$ cat src/eemu_regs.svh
// constants for the flash record store engine
`ifndef EEMU_REGS_SVH
`define EEMU_REGS_SVH
`define EEMU_PAGE_BYTES  7'd64
`define EEMU_LEN_MIN     4'd2
`define EEMU_LEN_MAX     4'd15
`define EEMU_BLANK       8'hFF
`define EEMU_FIFO_DEPTH  16
`define EEMU_DATA_W      8
`define EEMU_ERASE_NS    1000
`define EEMU_ERASE_CYC   ((`EEMU_ERASE_NS + 99) / 100)
`endif

$ cat src/eemu_pkg.sv
// types for the flash record store engine
package eemu_pkg;
	typedef enum logic [3:0] {
		ST_IDLE,
		ST_SCAN_REQ,
		ST_SCAN_WAIT,
		ST_ERASE,
		ST_ERASE_WAIT,
		ST_PROG,
		ST_MARK,
		ST_FETCH_REQ,
		ST_FETCH_WAIT,
		ST_DONE
	} state_e;
endpackage

$ cat src/eemu_fifo.sv
// parameterised valid/ready fifo
`timescale 1ns/1ps
`default_nettype none
module eemu_fifo #(
	parameter int W = 8,
	parameter int D = 16
) (
	// clock and reset
	input  wire logic         clk_i,
	input  wire logic         sys_rst_i,
	// fill side
	input  wire logic         in_valid_i,
	output logic              in_ready_o,
	input  wire logic [W-1:0] in_data_i,
	// drain side
	output logic              out_valid_o,
	input  wire logic         out_ready_i,
	output logic [W-1:0]      out_data_o
);
	localparam int AW = $clog2(D);
	logic [W-1:0] mem [D];
	logic [AW-1:0] wr_q;
	logic [AW-1:0] rd_q;
	logic [AW:0]   cnt_q;
	wire push = in_valid_i && in_ready_o;
	wire pop  = out_valid_o && out_ready_i;
	assign in_ready_o  = (cnt_q != (AW+1)'(D));
	assign out_valid_o = (cnt_q != '0);
	assign out_data_o  = mem[rd_q];
	always_ff @(posedge clk_i) begin
		if (push)
			mem[wr_q] <= in_data_i;
	end
	always_ff @(posedge clk_i) begin
		if (sys_rst_i) begin
			wr_q  <= '0;
			rd_q  <= '0;
			cnt_q <= '0;
		end else begin
			if (push)
				wr_q <= wr_q + 1'b1;
			if (pop)
				rd_q <= rd_q + 1'b1;
			cnt_q <= cnt_q + (AW+1)'(push) - (AW+1)'(pop);
		end
	end
	fifo_bound_a: assert property (@(posedge clk_i) disable iff (sys_rst_i)
		cnt_q <= (AW+1)'(D))
		else $error("fifo count over depth");
endmodule
`default_nettype wire

$ cat src/eemu_core.sv
// flash record store engine: appends records to a 64 byte page
// Function
// - one 64 byte page is the erase unit and record area
// - store appends payload at next blank slot after last record
// - full page is erased then the new record is written at start
// - record is payload plus marker holding bytes still programmable
// - three byte payload gives sixteen records; fifteen gives four
// - fetch returns the payload of the most recent record
// - a detected length change abandons the request untouched
// - alignment and range are not checked; bad requests undefined
`timescale 1ns/1ps
`default_nettype none
`include "eemu_regs.svh"
module eemu_core (
	// clock and reset
	input  wire logic       clk_i,
	input  wire logic       sys_rst_i,
	// request: parameter block header
	input  wire logic       emulated_store_op_i,
	input  wire logic       emulated_fetch_op_i,
	input  wire logic [7:0] clock_rate_param_i,
	input  wire logic [3:0] payload_length_i,
	input  wire logic [7:0] page_addr_high_i,
	input  wire logic [7:0] page_addr_low_i,
	// payload stream in (store)
	input  wire logic       pay_valid_i,
	output logic            pay_ready_o,
	input  wire logic [7:0] pay_data_i,
	// payload stream out (fetch)
	output logic            rd_valid_o,
	input  wire logic       rd_ready_i,
	output logic [7:0]      rd_data_o,
	// flash array port
	output logic            fl_rd_o,
	output logic            fl_wr_o,
	output logic            fl_erase_o,
	output logic [15:0]     fl_addr_o,
	output logic [7:0]      fl_wdata_o,
	input  wire logic [7:0] fl_rdata_i,
	// status
	output logic            busy_o,
	output logic            done_o,
	output logic            abort_o,
	output logic [7:0]      erase_rate_o
);
	eemu_pkg::state_e st_q;
	logic [5:0]  off_q;
	logic [5:0]  last_q;
	logic        found_q;
	logic        store_q;
	logic [3:0]  len_q;
	logic [3:0]  prev_len_q;
	logic [3:0]  cnt_q;
	logic [15:0] base_q;
	logic [7:0]  wait_q;
	logic        fo_valid;
	logic [7:0]  fo_data;
	logic        fo_ready;
	logic        fi_ready;

	// record stride and marker value
	function automatic logic [6:0] stride(input logic [3:0] n);
		return {3'h0, n} + 7'd1;
	endfunction
	wire [6:0] next_off  = {1'b0, off_q} + stride(len_q);
	wire [6:0] room_left = `EEMU_PAGE_BYTES - next_off;
	// room for one more record behind the one just found
	wire       next_fits = (next_off + stride(len_q))
		<= `EEMU_PAGE_BYTES;
	wire       fits      = ({1'b0, off_q} + stride(len_q))
		<= `EEMU_PAGE_BYTES;
	wire [6:0] mark_pos  = {1'b0, off_q} + {3'h0, len_q};
	wire       mark_blank = (fl_rdata_i == `EEMU_BLANK);
	wire       len_bad   = (prev_len_q != 4'h0) &&
		(payload_length_i != prev_len_q);
	wire       start     = emulated_store_op_i || emulated_fetch_op_i;
	wire       in_take   = fo_valid && fo_ready;

	eemu_fifo #(.W(`EEMU_DATA_W), .D(`EEMU_FIFO_DEPTH)) u_fifo (
		.clk_i       (clk_i),
		.sys_rst_i   (sys_rst_i),
		.in_valid_i  (pay_valid_i),
		.in_ready_o  (fi_ready),
		.in_data_i   (pay_data_i),
		.out_valid_o (fo_valid),
		.out_ready_i (fo_ready),
		.out_data_o  (fo_data)
	);
	assign fo_ready = (st_q == eemu_pkg::ST_PROG) && (cnt_q != len_q);

	always_ff @(posedge clk_i) begin
		if (sys_rst_i) begin
			st_q <= eemu_pkg::ST_IDLE;
			off_q <= '0;
			last_q <= '0;
			found_q <= 1'b0;
			store_q <= 1'b0;
			len_q <= '0;
			prev_len_q <= '0;
			cnt_q <= '0;
			base_q <= '0;
			wait_q <= '0;
			fl_rd_o <= 1'b0;
			fl_wr_o <= 1'b0;
			fl_erase_o <= 1'b0;
			fl_addr_o <= '0;
			fl_wdata_o <= '0;
			rd_valid_o <= 1'b0;
			rd_data_o <= '0;
			busy_o <= 1'b0;
			done_o <= 1'b0;
			abort_o <= 1'b0;
			erase_rate_o <= '0;
			pay_ready_o <= 1'b0;
		end else begin
			fl_rd_o <= 1'b0;
			fl_wr_o <= 1'b0;
			fl_erase_o <= 1'b0;
			done_o <= 1'b0;
			abort_o <= 1'b0;
			pay_ready_o <= fi_ready;
			case (st_q)
			eemu_pkg::ST_IDLE: begin
				if (start && len_bad) begin
					abort_o <= 1'b1;
				end else if (start) begin
					base_q <= {page_addr_high_i, page_addr_low_i};
					len_q <= payload_length_i;
					prev_len_q <= payload_length_i;
					store_q <= emulated_store_op_i;
					erase_rate_o <= clock_rate_param_i;
					off_q <= '0;
					found_q <= 1'b0;
					busy_o <= 1'b1;
					st_q <= eemu_pkg::ST_SCAN_REQ;
				end
			end
			eemu_pkg::ST_SCAN_REQ: begin
				if (!fits) begin
					cnt_q <= '0;
					st_q <= store_q ? eemu_pkg::ST_ERASE
						: eemu_pkg::ST_FETCH_REQ;
				end else begin
					fl_rd_o <= 1'b1;
					fl_addr_o <= base_q + {9'h0, mark_pos};
					st_q <= eemu_pkg::ST_SCAN_WAIT;
				end
			end
			eemu_pkg::ST_SCAN_WAIT: begin
				if (mark_blank) begin
					st_q <= store_q ? eemu_pkg::ST_PROG
						: eemu_pkg::ST_FETCH_REQ;
					cnt_q <= '0;
				end else begin
					last_q <= off_q;
					found_q <= 1'b1;
					// a 6-bit offset would wrap to 0 at 64 and scan forever
					if (next_fits) begin
						off_q <= next_off[5:0];
						st_q <= eemu_pkg::ST_SCAN_REQ;
					end else begin
						cnt_q <= '0;
						st_q <= store_q ? eemu_pkg::ST_ERASE
							: eemu_pkg::ST_FETCH_REQ;
					end
				end
			end
			eemu_pkg::ST_ERASE: begin
				fl_erase_o <= 1'b1;
				fl_addr_o <= base_q;
				wait_q <= 8'(`EEMU_ERASE_CYC);
				st_q <= eemu_pkg::ST_ERASE_WAIT;
			end
			eemu_pkg::ST_ERASE_WAIT: begin
				if (wait_q == 8'h00) begin
					off_q <= '0;
					cnt_q <= '0;
					st_q <= eemu_pkg::ST_PROG;
				end else begin
					wait_q <= wait_q - 8'h01;
				end
			end
			eemu_pkg::ST_PROG: begin
				if (cnt_q == len_q) begin
					st_q <= eemu_pkg::ST_MARK;
				end else if (in_take) begin
					fl_wr_o <= 1'b1;
					fl_addr_o <= base_q + {10'h0, off_q} + {12'h0, cnt_q};
					fl_wdata_o <= fo_data;
					cnt_q <= cnt_q + 4'h1;
				end
			end
			eemu_pkg::ST_MARK: begin
				fl_wr_o <= 1'b1;
				fl_addr_o <= base_q + {9'h0, mark_pos};
				fl_wdata_o <= {1'b0, room_left};
				st_q <= eemu_pkg::ST_DONE;
			end
			eemu_pkg::ST_FETCH_REQ: begin
				if (!found_q) begin
					st_q <= eemu_pkg::ST_DONE;
				end else if (!rd_valid_o || rd_ready_i) begin
					rd_valid_o <= 1'b0;
					if (cnt_q == len_q) begin
						st_q <= eemu_pkg::ST_DONE;
					end else begin
						fl_rd_o <= 1'b1;
						fl_addr_o <= base_q + {10'h0, last_q}
							+ {12'h0, cnt_q};
						st_q <= eemu_pkg::ST_FETCH_WAIT;
					end
				end
			end
			eemu_pkg::ST_FETCH_WAIT: begin
				rd_valid_o <= 1'b1;
				rd_data_o <= fl_rdata_i;
				cnt_q <= cnt_q + 4'h1;
				st_q <= eemu_pkg::ST_FETCH_REQ;
			end
			eemu_pkg::ST_DONE: begin
				if (!rd_valid_o || rd_ready_i) begin
					rd_valid_o <= 1'b0;
					done_o <= 1'b1;
					busy_o <= 1'b0;
					st_q <= eemu_pkg::ST_IDLE;
				end
			end
			default: st_q <= eemu_pkg::ST_IDLE;
			endcase
		end
	end

	len_abort_a: assert property (@(posedge clk_i) disable iff (sys_rst_i)
		(st_q == eemu_pkg::ST_IDLE && start && len_bad) |=> abort_o
		&& st_q == eemu_pkg::ST_IDLE)
		else $error("length mismatch not abandoned");
	mark_value_a: assert property (@(posedge clk_i) disable iff (sys_rst_i)
		(st_q == eemu_pkg::ST_MARK) |=> fl_wr_o &&
		fl_wdata_o == 8'($past(room_left)))
		else $error("marker byte wrong");
	erase_first_a: assert property (@(posedge clk_i) disable iff (sys_rst_i)
		fl_erase_o |-> fl_addr_o == base_q)
		else $error("erase not at page base");
	in_page_a: assert property (@(posedge clk_i) disable iff (sys_rst_i)
		fl_wr_o |-> fl_addr_o - base_q < 16'd64)
		else $error("write outside page");
	stride_step_a: assert property (@(posedge clk_i) disable iff (sys_rst_i)
		(st_q == eemu_pkg::ST_SCAN_WAIT && !mark_blank && next_fits) |=>
		off_q == 6'($past(next_off)))
		else $error("scan stride wrong");
	full_erase_a: assert property (@(posedge clk_i) disable iff (sys_rst_i)
		(st_q == eemu_pkg::ST_SCAN_WAIT && !mark_blank && !next_fits
		&& store_q) |=> st_q == eemu_pkg::ST_ERASE)
		else $error("full page not erased");
	erase_end_a: assert property (@(posedge clk_i) disable iff (sys_rst_i)
		fl_erase_o |-> ##[1:20] st_q == eemu_pkg::ST_PROG)
		else $error("no program after erase");
	append_a: assert property (@(posedge clk_i) disable iff (sys_rst_i)
		(st_q == eemu_pkg::ST_SCAN_WAIT && mark_blank && store_q) |=>
		st_q == eemu_pkg::ST_PROG && cnt_q == 4'h0)
		else $error("append not started");
	fetch_last_a: assert property (@(posedge clk_i) disable iff (sys_rst_i)
		(st_q == eemu_pkg::ST_FETCH_WAIT) |-> fl_rd_o && cnt_q < len_q
		&& fl_addr_o - base_q == {10'h0, last_q} + {12'h0, cnt_q})
		else $error("fetch not from last record");
	store_c: cover property (@(posedge clk_i) st_q == eemu_pkg::ST_MARK);
	erase_c: cover property (@(posedge clk_i) fl_erase_o);
	fetch_c: cover property (@(posedge clk_i) rd_valid_o && rd_ready_i);
	abort_c: cover property (@(posedge clk_i) abort_o);
endmodule
`default_nettype wire

$ cat config.mk
export PLATFORM = sky130hd
export DESIGN_NAME = eemu_core
export DESIGN_NICKNAME = d
export VERILOG_FILES = /design/src/eemu_pkg.sv /design/src/eemu_fifo.sv /design/src/eemu_core.sv
export VERILOG_INCLUDE_DIRS = /design/src
export SDC_FILE = /design/constraint.sdc
export NUM_CORES = 1
export LEC_CHECK = 0
export BUFFER_PORTS_ARGS = -buffer_cell sky130_fd_sc_hd__buf_4
export CORE_ASPECT_RATIO = 0.75
export CORE_MARGIN = 5
export CORE_UTILIZATION = 45
export CTS_BUF_LIST = sky130_fd_sc_hd__clkbuf_8
export CTS_CLUSTER_DIAMETER = 100
export CTS_CLUSTER_SIZE = 20
export DETAILED_ROUTE_END_ITERATION = 12
export PLACE_DENSITY = 0.71
export SLEW_MARGIN = 20
export SYNTH_ARGS = -nofsm -noshare
export SYNTH_HDL_FRONTEND = slang
export SYNTH_SLANG_ARGS = --single-unit
$ cat constraint.sdc
create_clock -name clk_i -period 9.63 [get_ports clk_i]
set_input_delay 0.4815 -clock clk_i [delete_from_list [all_inputs] [get_ports clk_i]]
set_output_delay 0.4815 -clock clk_i [all_outputs]
set_load 0.02 [all_outputs]
* Yosys cells after proc, flatten, opt, wreduce, memory -nomap -nowiden
Memories as Yosys holds them, arrays and structs flattened. A register that Yosys moved wholly into a read port is not among the register bits. Index checks and enable logic that the tools add are counted.
Storage, ports and cells: memories 1, bits in writable memories 128, register bits after elaboration 111
Operators by class: mux-type cells 65, add/subtract/negate cells 16, eq/ne operators 31, $lt $le $gt $ge 2, bitwise operators 4, reductions and logical operators 33
Memories:
- u_fifo.mem | depth 16, bits a word 8, read ports 1, clocked after Yosys merged registers in 1, wr ports 1, RTL line eemu_fifo.sv:21 | logic [W-1:0] mem [D];
Operators by type and width (number):
- $mux W16 | 6
- $pmux W16 S5 | 1
- $mux W4 | 15
- $pmux W4 S10 | 1
- $add A16 B4 Y16 | 2
- $add A16 B6 Y16 | 2
- $pmux W8 S2 | 2
- $mux W6 | 5
- $ne A2 B2 Y1 const B | 13
- $mux W8 | 3
- $mux W1 | 20
- $pmux W4 S5 | 1
- $pmux W6 S3 | 1
- $reduce_and A6 Y1 | 3
- $add A16 B7 Y16 | 1
- $eq A4 B3 Y1 const B | 4
- $reduce_bool A5 Y1 | 3
- $le A7 B7 Y1 const B | 2
- $add A4 B1 Y4 const B | 3
- $mux W3 | 4
- $eq A4 B2 Y1 const B | 2
- $eq A4 B4 Y1 const B | 2
- $eq A8 B8 Y1 const B | 1
- $logic_not A8 Y1 | 1
- 30 further kinds | 53

* Longest topological paths before layout
Gate-level depths: netlist of the first run.
depth after elaboration 7, depth in mapped cells 17, gate-level depth less buffers 15

* By module
From an unflattened synthesis of the first run, not the netlist that was laid out.
Unflattened totals: cells, all modules 1081, area total of the unflattened synthesis 12355.6 um^2
Modules (own cells, without submodules):
- eemu_core | cells an instance 773, times used 1, sequential area each 1961.9 um^2, area an instance 6545.0 um^2
- eemu_fifo | cells an instance 308, times used 1, sequential area each 4184.0 um^2, area an instance 5810.6 um^2

* Least setup slack after synthesis of the first run
Ideal clock, no wire load.
kind reg2reg, start register prev_len_q[0], end register off_q[2], path buffers 2, stages on the path, launching flop included 18, data arrival time 4.074 ns, setup slack 5.440 ns, library setup time 0.117 ns, cell sequence dfxtp_1 clkbuf_1 inv_1 ha_1 ha_1 a21o_1 a211o_1 and2_1 clkbuf_1 ha_1 o21ai_0 o21bai_1 a21oi_1 nor4_1 or3_1 nor3_1 o31a_1 a22o_1
On the way: cells in the longest elaborated chain, start to end 6, elaborated cells between the ends (all ways) 14
Ends and longest elaborated chain:
- from (decl) | RTL line eemu_core.sv:52 | logic [3:0] prev_len_q;
- from (signal assigned) | RTL line eemu_core.sv:129 | prev_len_q <= payload_length_i;
- $add A4 B1 Y5
- $add A6 B5 Y7
- $add A7 B7 Y7
- $le A7 B7 Y1 (no source line)
- $ne A2 B2 Y1 (no source line)
- $reduce_and A6 Y1 (no source line)
- to (signal assigned) | RTL line eemu_core.sv:159 | off_q <= next_off[5:0];
- to (decl) | RTL line eemu_core.sv:47 | logic [5:0] off_q;
Several ways; a longest one is shown, not always the timed one. The select of a mux whose other input is x is not followed. A chain may end at the register's enable or synchronous reset.

* Worst setup path in the final report of the first run
start register prev_len_q[0], end register off_q[1]
The elaborated chain is that of the path after synthesis.

==> results of run 1 <==
==> sequential cells by signal, indices dropped and copies added (netlist names), 4 cells and up, named ones only <==
signal        count
u_fifo.mem      128
prev_len_q        4
erase_rate_o      8
base_q           16
fl_addr_o        16
u_fifo.rd_q       4
off_q             6
last_q            6
u_fifo.wr_q       4
u_fifo.cnt_q      5
st_q              4
rd_data_o         8
cnt_q             4
wait_q            8
fl_wdata_o        8
==> synthesized netlist by cell type (4+ instances only) <==
cell | n | share of area (%)
a211o_1 | 4 | 0.30
a211oi_1 | 29 | 1.9
a21o_1 | 11 | 0.71
a21oi_1 | 44 | 1.9
a221oi_1 | 4 | 0.30
a22o_1 | 7 | 0.52
and2_1 | 9 | 0.48
buf_2 | 10 | 0.43
clkbuf_1 | 32 | 1.0
dfxtp_1 | 115 | 20
edfxtp_1 | 128 | 33
fa_1 | 17 | 2.9
ha_1 | 47 | 5.0
inv_1 | 26 | 0.83
mux2i_1 | 48 | 4.1
mux4_2 | 40 | 7.7
nand2_1 | 57 | 1.8
nand2b_1 | 10 | 0.53
nand3_1 | 7 | 0.30
nand4_1 | 11 | 0.59
nor2_1 | 136 | 4.4
nor2b_1 | 12 | 0.64
nor3_1 | 17 | 0.73
o211ai_1 | 4 | 0.26
o21a_1 | 7 | 0.45
o21ai_0 | 24 | 1.0
o21bai_1 | 4 | 0.26
or2_2 | 4 | 0.21
or3_1 | 6 | 0.32
xnor2_1 | 21 | 1.6
xor2_1 | 27 | 2.0
==> cell families (layout without fill, tap and decap cells) <==
kind of cell / Yosys count / in the layout
simple gates: 287 / 287
mux: 90 / 90
fa+ha+maj: 64 / 64
compound gates: 167 / 167
flops: 243 / 243
buf+inv: 72 / 158
xor+xnor: 49 / 49
==> tightest hold or removal path: stages <==
cell and delay (ns):
buf_4 0.07, mux2i_1 0.05, nor2_1 0.07
==> routing by layer <==
layer,share of wire (%),wire (um)
met4,1.5,399
met2,45,11700
met5,0,0
met1,49,12800
met3,5.2,1380
==> power groups by stage <==
stage | Combinational, uW | Clock, uW | Sequential [uW]
after floorplan | 644 | 0 | 1330
after global placement | 919 | 0 | 1320
after detailed placement | 927 | 0 | 1330
after CTS | 934 | 512 | 1300
after global routing | 1030 | 552 | 1320
final | 939 | 493 | 1300
==> stage by stage <==
stage / total power, uW / cells / util (%)
2_1_floorplan: 1970 / 972 / -
3_5_place_dp: 2250 / 1375 / 49.4
5_1_grt: 2910 / 1402 / 50.6
6_report: 2740 / 1402 / 50.6
4_1_cts: 2750 / 1402 / 50.6
3_3_place_gp: 2240 / 1375 / 49.4
==> cell type report <==
cell class,instances,area (um2)
clock buffer,17,234
clock inverter,10,55.1
fill,2308,12700
inverter,26,97.6
multi-input combinational,657,5290
sequential,243,6150
tap,344,430
timing repair buffer,105,788
==> worst paths after layout <==
check                        start               to  slack, ns  depth (start not counted)
max                  prev_len_q[0]         off_q[1]       5.14                         15
min          clock_rate_param_i[3]  erase_rate_o[3]       0.17                          3
max reg2reg          prev_len_q[0]         off_q[1]       5.14                         15
min reg2reg           rd_data_o[7]     rd_data_o[7]       0.47                          2
==> results_dict.tcl, run 1 <==
set metrics [dict create \
    port_buffers 97 \
    cp-start-kind "register" \
    dp_slack_ns 5.20 \
    fin_tns_setup_ns 0 \
    cts_tree "built" \
    max-vdd-ir-drop_mv 0.123 \
    p_sw_share_pct 35.4 \
    ys_warn_count 0 \
    status "finished clean" \
    crit_type "reg2reg" \
    critPathMaxFanout 7 \
    wl_mm 26.3 \
    ys.flop_type "edfxtp_1" \
    max-cap-violations 0 \
    initial_core_util_pct 45.4 \
    hold_viol_final 0 \
    grt_usage_pct 17.4 \
    required_ns 10.07 \
    ctsHoldBuffers 0 \
    synth-compound-area-share_pct 9.98 \
    grt.busiest_layer "met1" \
    drt-pass1-iter-count 5 \
    synth-seq-cells 243 \
    rows 51 \
    antenna_found_initial 0 \
    grt_pass1_wl_mm 41.1 \
    syn-cell-area_um2 11700 \
    min_path_type "in2reg" \
    fin_ws_ns 5.14 \
    die_h_um 150 \
    worstPathBufferInverterCount 1 \
    die_w_um 196 \
    cp_data_arrival_time_ns 4.92 \
    drt_iter0_markers 664 \
    use_met1_pct 26.8 \
    setup_violations 0 \
    cts_buffers 16 \
    comb_power_share_pct 34.3 \
    path_clk_slew_ns 0.13 \
    met2_usage_pct 26.2 \
    vias 7808 \
    cts_htree_levels 1 \
    clock_latency_ns 0.54 \
    synthAdderAreaFrac_pct 7.94 \
    syn-num-nets 1086 \
    pwr-share-seq_pct 47.7 \
    fin_crit_sh_pct 46.6 \
    cts.sinks 243 \
    dieArea_um2 29300 \
    synth_area_per_cell_um2 12.0 \
    dp_hpwl_mm 18.9 \
    clock.fmax_mhz 223 \
    synthArstFlopShare_pct 0 \
    synth.distinct_cells 70 \
    finalMaxSlewViolations 0 \
    drive_gt1_share_pct 17.7 \
    grt_pass1_vias 7445 \
    final_cell_mix "135 x nor2_1, 128 x edfxtp_1, 114 x dfxtp_1" \
    synthSimpleGateAreaFrac_pct 11.4 \
    synth_xor_area_share_pct 3.73 \
    gp_congestion 0.870 \
    area_growth_pct 11.5 \
    slowest_delay_ns 0.51 \
    post-cts-setup-buffer-count 0 \
    core_um2 25800 \
    wl_per_cell_um 18.7 \
    via_per_inst 5.57 \
    p_int_uw 1770 \
    ant_nets 0 \
    grt_start_max_net_pins 74 \
    powerDensity_nw_per_um2 210 \
    slowest_stage "dfxtp_1" \
    path_cells "inv_1, ha_1, ha_1, a21o_1, a211o_1, and2_1, ha_1, o21ai_0, o21bai_1, a21oi_1, nor4_1, or3_1, nor3_1, o31a_1, a22o_1" \
    power_switching_uw 969 \
    synth_edf_count 128 \
    synth_top_family_by_area "multiplexers" \
    ys_seq_area_share_pct 52.5 \
    grt.overflow.total 0 \
    drc 0 \
    endpoint_kind "register" \
    path_common_cell "ha_1" \
    slew_headroom_pct 35.9 \
    grt.met3_usage_pct 2.59 \
    rsz0062_at_grt "no" \
    synthMuxAreaShare_pct 12.0 \
    fin_crit_ns 4.49 \
    crit_family "compound AO/OA/AOI/OAI gates" \
    worst-slew-pin-transition_ns 0.958 \
    syn-instance-count 972 \
    p_clk_share_pct 18.0 \
    cts_buffer_depth 3 \
    cts_resized 0 \
    layout.nets 1163 \
    num_io_pins 98 \
    p_leak_uw 0.00487 \
    finalInstanceArea_um2 13000 \
    skew_ns 0.0309 \
    final_common_cell "nor2_1" \
    antenna_cells 0 \
    cts-root-buf "clkbuf_8" \
    hold_ws_ns 0.167 \
    dpl_cell_area_um2 12700 \
]
(Power assumes the default switching activity.)
==> run 2: changes to the inputs <==
PLACE_DENSITY = 0.73   (was 0.71)
clock period = 3.8 ns   (was 9.63 ns; I/O delays follow)
==> results_dict.tcl, run 2 (synthesis gave the netlist of run 1 again) <==
set metrics [dict create \
    status "finished clean" \
    path_clk_slew_ns 0.14 \
    min_path_type "in2reg" \
    antenna_cells 0 \
    drt-pass1-iter-count 5 \
    powerDensity_nw_per_um2 524 \
    wl_per_cell_um 18.8 \
    die_w_um 196 \
    finalInstanceArea_um2 13900 \
    grt.overflow.total 0 \
    die_h_um 150 \
    drive_gt1_share_pct 21.1 \
    port_buffers 97 \
    antenna_found_initial 0 \
    critPathMaxFanout 6 \
    grt_usage_pct 18.6 \
    clock.fmax_mhz 271 \
    via_per_inst 5.49 \
    largest_reg_flops 128 \
    slowest_delay_ns 0.56 \
    max-vdd-ir-drop_mv 0.279 \
    core_um2 25800 \
    max-cap-violations 0 \
    skew_ns 0.0306 \
    p_leak_uw 0.00527 \
    cts_htree_levels 1 \
    slowest_stage "or4b_4" \
    power_uw 7280 \
    wl_mm 27.9 \
    fillers 2189 \
    grt_pass1_vias 7972 \
    cts_tree "built" \
    cp_data_arrival_time_ns 4.18 \
    dp_hpwl_mm 19.9 \
    worst-slew-pin-transition_ns 0.863 \
    vias 8131 \
    gp_congestion 0.914 \
    crit_type "reg2reg" \
    cts_buffers 16 \
    rows 51 \
    slew_headroom_pct 42.3 \
    hold_viol_final 0 \
    cts_buffer_depth 3 \
    dieArea_um2 29300 \
    fin_crit_sh_pct 97.2 \
    grt_pass1_wl_mm 44.0 \
    finalMaxSlewViolations 0 \
    grt_start_max_net_pins 54 \
    setup_violations 0 \
    dpl_cell_area_um2 13000 \
    ant_nets 0 \
    layout.nets 1240 \
    endpoint_kind "register" \
    final_cell_mix "135 x nor2_1, 135 x buf_4, 128 x edfxtp_1" \
    regMostFlops "u_fifo.mem" \
    cp-start-kind "register" \
    initial_core_util_pct 45.4 \
    cts.sinks 243 \
    fin_crit_ns 3.69 \
    area_growth_pct 18.8 \
    reg.largest.list "u_fifo.mem: 128 flops, base_q: 16 flops, fl_addr_o: 16 flops" \
    clock_latency_ns 0.55 \
    drc 0 \
    path_cells "ha_1, xor2_2, ha_4, a211o_1, a21o_1, and2_1, ha_4, a21o_1, a31o_2, xor2_1, nand3b_4, nand3_4, or4b_4, a21oi_2" \
    drt_iter0_markers 869 \
    required_ns 4.28 \
    num_io_pins 98 \
    cts-root-buf "clkbuf_8" \
]
## run 2: area by class of cell
type                       count  area (um2)  area share, %
tap                          344         430           3.10
sequential                   243        6160           44.3
multi-input combinational    657        5420           39.0
inverter                      26        97.6          0.702
clock inverter                11        58.8          0.423
clock buffer                  17         234           1.68
timing repair buffer         182        1490           10.8
## run 2: power breakdown
| group | internal [uW] | switching [uW] | leakage, uW |
|---|---|---|---|
| logic | 1230 | 1510 | 0.00300 |
| clock network | 436 | 840 | 0.000182 |
| registers | 3030 | 228 | 0.00209 |
| total | 4700 | 2580 | 0.00527 |
## run 2: final timing paths
check | startpoint | endpoint | slack [ns] | cells after the start
setup / recovery | prev_len_q[0] | cnt_q[2] | 0.11 | 14
hold / removal | sys_rst_i | base_q[2] | 0.13 | 2
setup reg to reg | prev_len_q[0] | cnt_q[2] | 0.11 | 14
hold reg to reg | rd_data_o[4] | rd_data_o[4] | 0.46 | 2
## run 2: metal layers
metal | GRT usage [%] | part of all wire (%) | vias up
met1 | 28.6 | 47 | 3968
met2 | 29.0 | 46 | 248
met3 | 2.12 | 5.5 | 44
met5 | 0 | 0 | -
li1 | - | - | 3871
met4 | 3.49 | 1.8 | 0
## run 2: critical path: cells and delay by family (launching register included)
kind / cells / cell delay [ns]
DFF: 1 / 0.39
AOI/OAI and AO/OA: 5 / 1.04
and+or+nand+nor: 4 / 1.04
xor gates and xnor gates: 2 / 0.41
adders and majority gates: 3 / 0.76
## run 2: metrics by stage
stage / worst slack, ns / instances / hold WS (ns) / setup TNS (ns) / util [%]
after floorplan: 0.000761 / 972 / 0.289 / 0 / -
after global placement: 0.0552 / 1401 / 0.422 / 0 / 50.4
after detailed placement: -0.0531 / 1401 / 0.431 / -0.274 / 50.4
after CTS: 0.0245 / 1475 / 0.110 / 0 / 53.3
after global routing: -0.0204 / 1480 / 0.148 / -0.0204 / 53.9
final: 0.105 / 1480 / 0.132 / 0 / 53.9
## run 2: what timing repair did
action                     CTS  global route
hold buffers                46             0
resized for setup            3            20
pin swaps                    1            12
setup buffers                0             5
hold endpoints to repair   167             0
setup endpoints to repair    8            11
==> run 3: changes to the inputs <==
CORE_ASPECT_RATIO = 1.25   (was 0.75)
==> results_dict.tcl, run 3 (synthesis gave the netlist of run 1 again) <==
set metrics [dict create \
    status "finished clean" \
    fillers 2211 \
    max-vdd-ir-drop_mv 0.374 \
    grt_usage_pct 17.6 \
    crit_family "compound AO/OA/AOI/OAI gates" \
    skew_ns 0.0251 \
    rows 66 \
    p_leak_uw 0.00521 \
    cp-start-kind "register" \
    cts-root-buf "clkbuf_8" \
    drt_iter0_markers 572 \
    cp_data_arrival_time_ns 4.13 \
    port_buffers 97 \
    cts.sinks 243 \
    drt-met1-wl_mm 10.2 \
    wl_met2_mm 13.9 \
    cts_htree_levels 1 \
    critPathMaxFanout 6 \
    max-cap-violations 0 \
    crit_type "reg2reg" \
    wl_mm 26.2 \
    powerDensity_nw_per_um2 515 \
    grt_pass1_wl_mm 41.9 \
    wl_per_cell_um 17.8 \
    drt-pass1-iter-count 5 \
    worst-slew-pin-transition_ns 0.985 \
    cts_tree "built" \
    required_ns 4.28 \
    min_path_type "in2reg" \
    grt.overflow.total 0 \
    via_per_inst 5.45 \
    drive_gt1_share_pct 20.1 \
    fin_ws_ns 0.150 \
    top_layer "met4" \
    slowest_stage "or4b_1" \
    dieArea_um2 29300 \
    fin_cells 1467 \
    layout.nets 1233 \
    setup_violations 0 \
    reg.largest.list "u_fifo.mem: 128 flops, base_q: 16 flops, fl_addr_o: 16 flops" \
    fin_crit_ns 3.65 \
    gp_congestion 0.859 \
    path_cells "inv_1, ha_4, ha_1, a21o_1, a211o_1, and2_4, ha_4, o21ai_0, o21bai_2, a21o_1, a211oi_2, o31ai_4, nand3_4, or4b_1, a21oi_1" \
    num_io_pins 98 \
    dp_hpwl_mm 19.1 \
    grt_start_max_net_pins 77 \
    ant_nets 0 \
    cts_buffers 16 \
    regMostFlops "u_fifo.mem" \
    placedCellCount 1393 \
    initial_core_util_pct 45.3 \
    hold_ws_ns 0.214 \
    fin_crit_sh_pct 96.1 \
    wl_met3_mm 1.33 \
    worstPathBufferInverterCount 1 \
    slowest_delay_ns 0.47 \
    final_common_cell "nor2_1" \
    slew_headroom_pct 33.5 \
    antenna_cells 0 \
    drc 0 \
    endpoint_kind "register" \
    final_cell_mix "135 x nor2_1, 128 x buf_4, 128 x edfxtp_1" \
    path_clk_slew_ns 0.13 \
    cts_buffer_depth 3 \
    hold_viol_final 0 \
    clock_latency_ns 0.54 \
    finalMaxSlewViolations 0 \
    dp_slack_ns -0.0372 \
    grt_pass1_vias 8187 \
    vias 7990 \
    antenna_found_initial 0 \
    die_w_um 154 \
    core_um2 25800 \
    die_h_um 190 \
    largest_reg_flops 128 \
    area_growth_pct 17.7 \
    clock.fmax_mhz 274 \
]
[run 3: worst paths after layout]
| kind | startpoint | end | slack [ns] | cells after the start |
|---|---|---|---|---|
| max | prev_len_q[1] | cnt_q[2] | 0.15 | 15 |
| min | sys_rst_i | last_q[4] | 0.21 | 2 |
| max reg2reg | prev_len_q[1] | cnt_q[2] | 0.15 | 15 |
| min reg2reg | rd_data_o[0] | rd_data_o[0] | 0.46 | 2 |
[run 3: repair_timing]
| item | CTS | global route |
|---|---|---|
| endpoints found under the setup margin | 8 | 10 |
| hold endpoints to repair | 166 | 0 |
| gates resized for setup | 2 | 11 |
| buffers inserted | 0 | 2 |
| pin swaps | 0 | 7 |
| hold buffers | 46 | 0 |
[run 3: area by class of cell]
| type | instances | area, um2 | area share, % |
|---|---|---|---|
| Tap cell | 340 | 425 | 3.09 |
| Clock buffer | 16 | 220 | 1.60 |
| Inverter | 26 | 97.6 | 0.709 |
| Sequential cell | 243 | 6150 | 44.7 |
| Clock inverter | 10 | 57.6 | 0.418 |
| Timing Repair Buffer | 175 | 1440 | 10.5 |
| Multi-Input combinational cell | 657 | 5380 | 39.0 |
[run 3: report_power, final]
| group | internal (uW) | switching (uW) |
|---|---|---|
| registers | 3030 | 233 |
| clock network | 411 | 806 |
| logic | 1180 | 1430 |
[run 3: stage by stage]
step	power (uW)	util (%)	TNS, ns	area, um2
3_3_place_gp	5770	50.1	0	13000
3_5_place_dp	5830	50.1	-0.126	13000
4_1_cts	7090	53.0	0	13700
6_report	7090	53.3	0	13800
2_1_floorplan	5040	-	0	11800
5_1_grt	7560	53.3	-0.171	13800
[run 3: metal layers]
layer | up-vias | GRT usage, %
li1 | 3856 | -
met1 | 3848 | 20.7
met2 | 237 | 33.1
met3 | 49 | 2.20
met4 | 0 | 5.67
met5 | - | 0
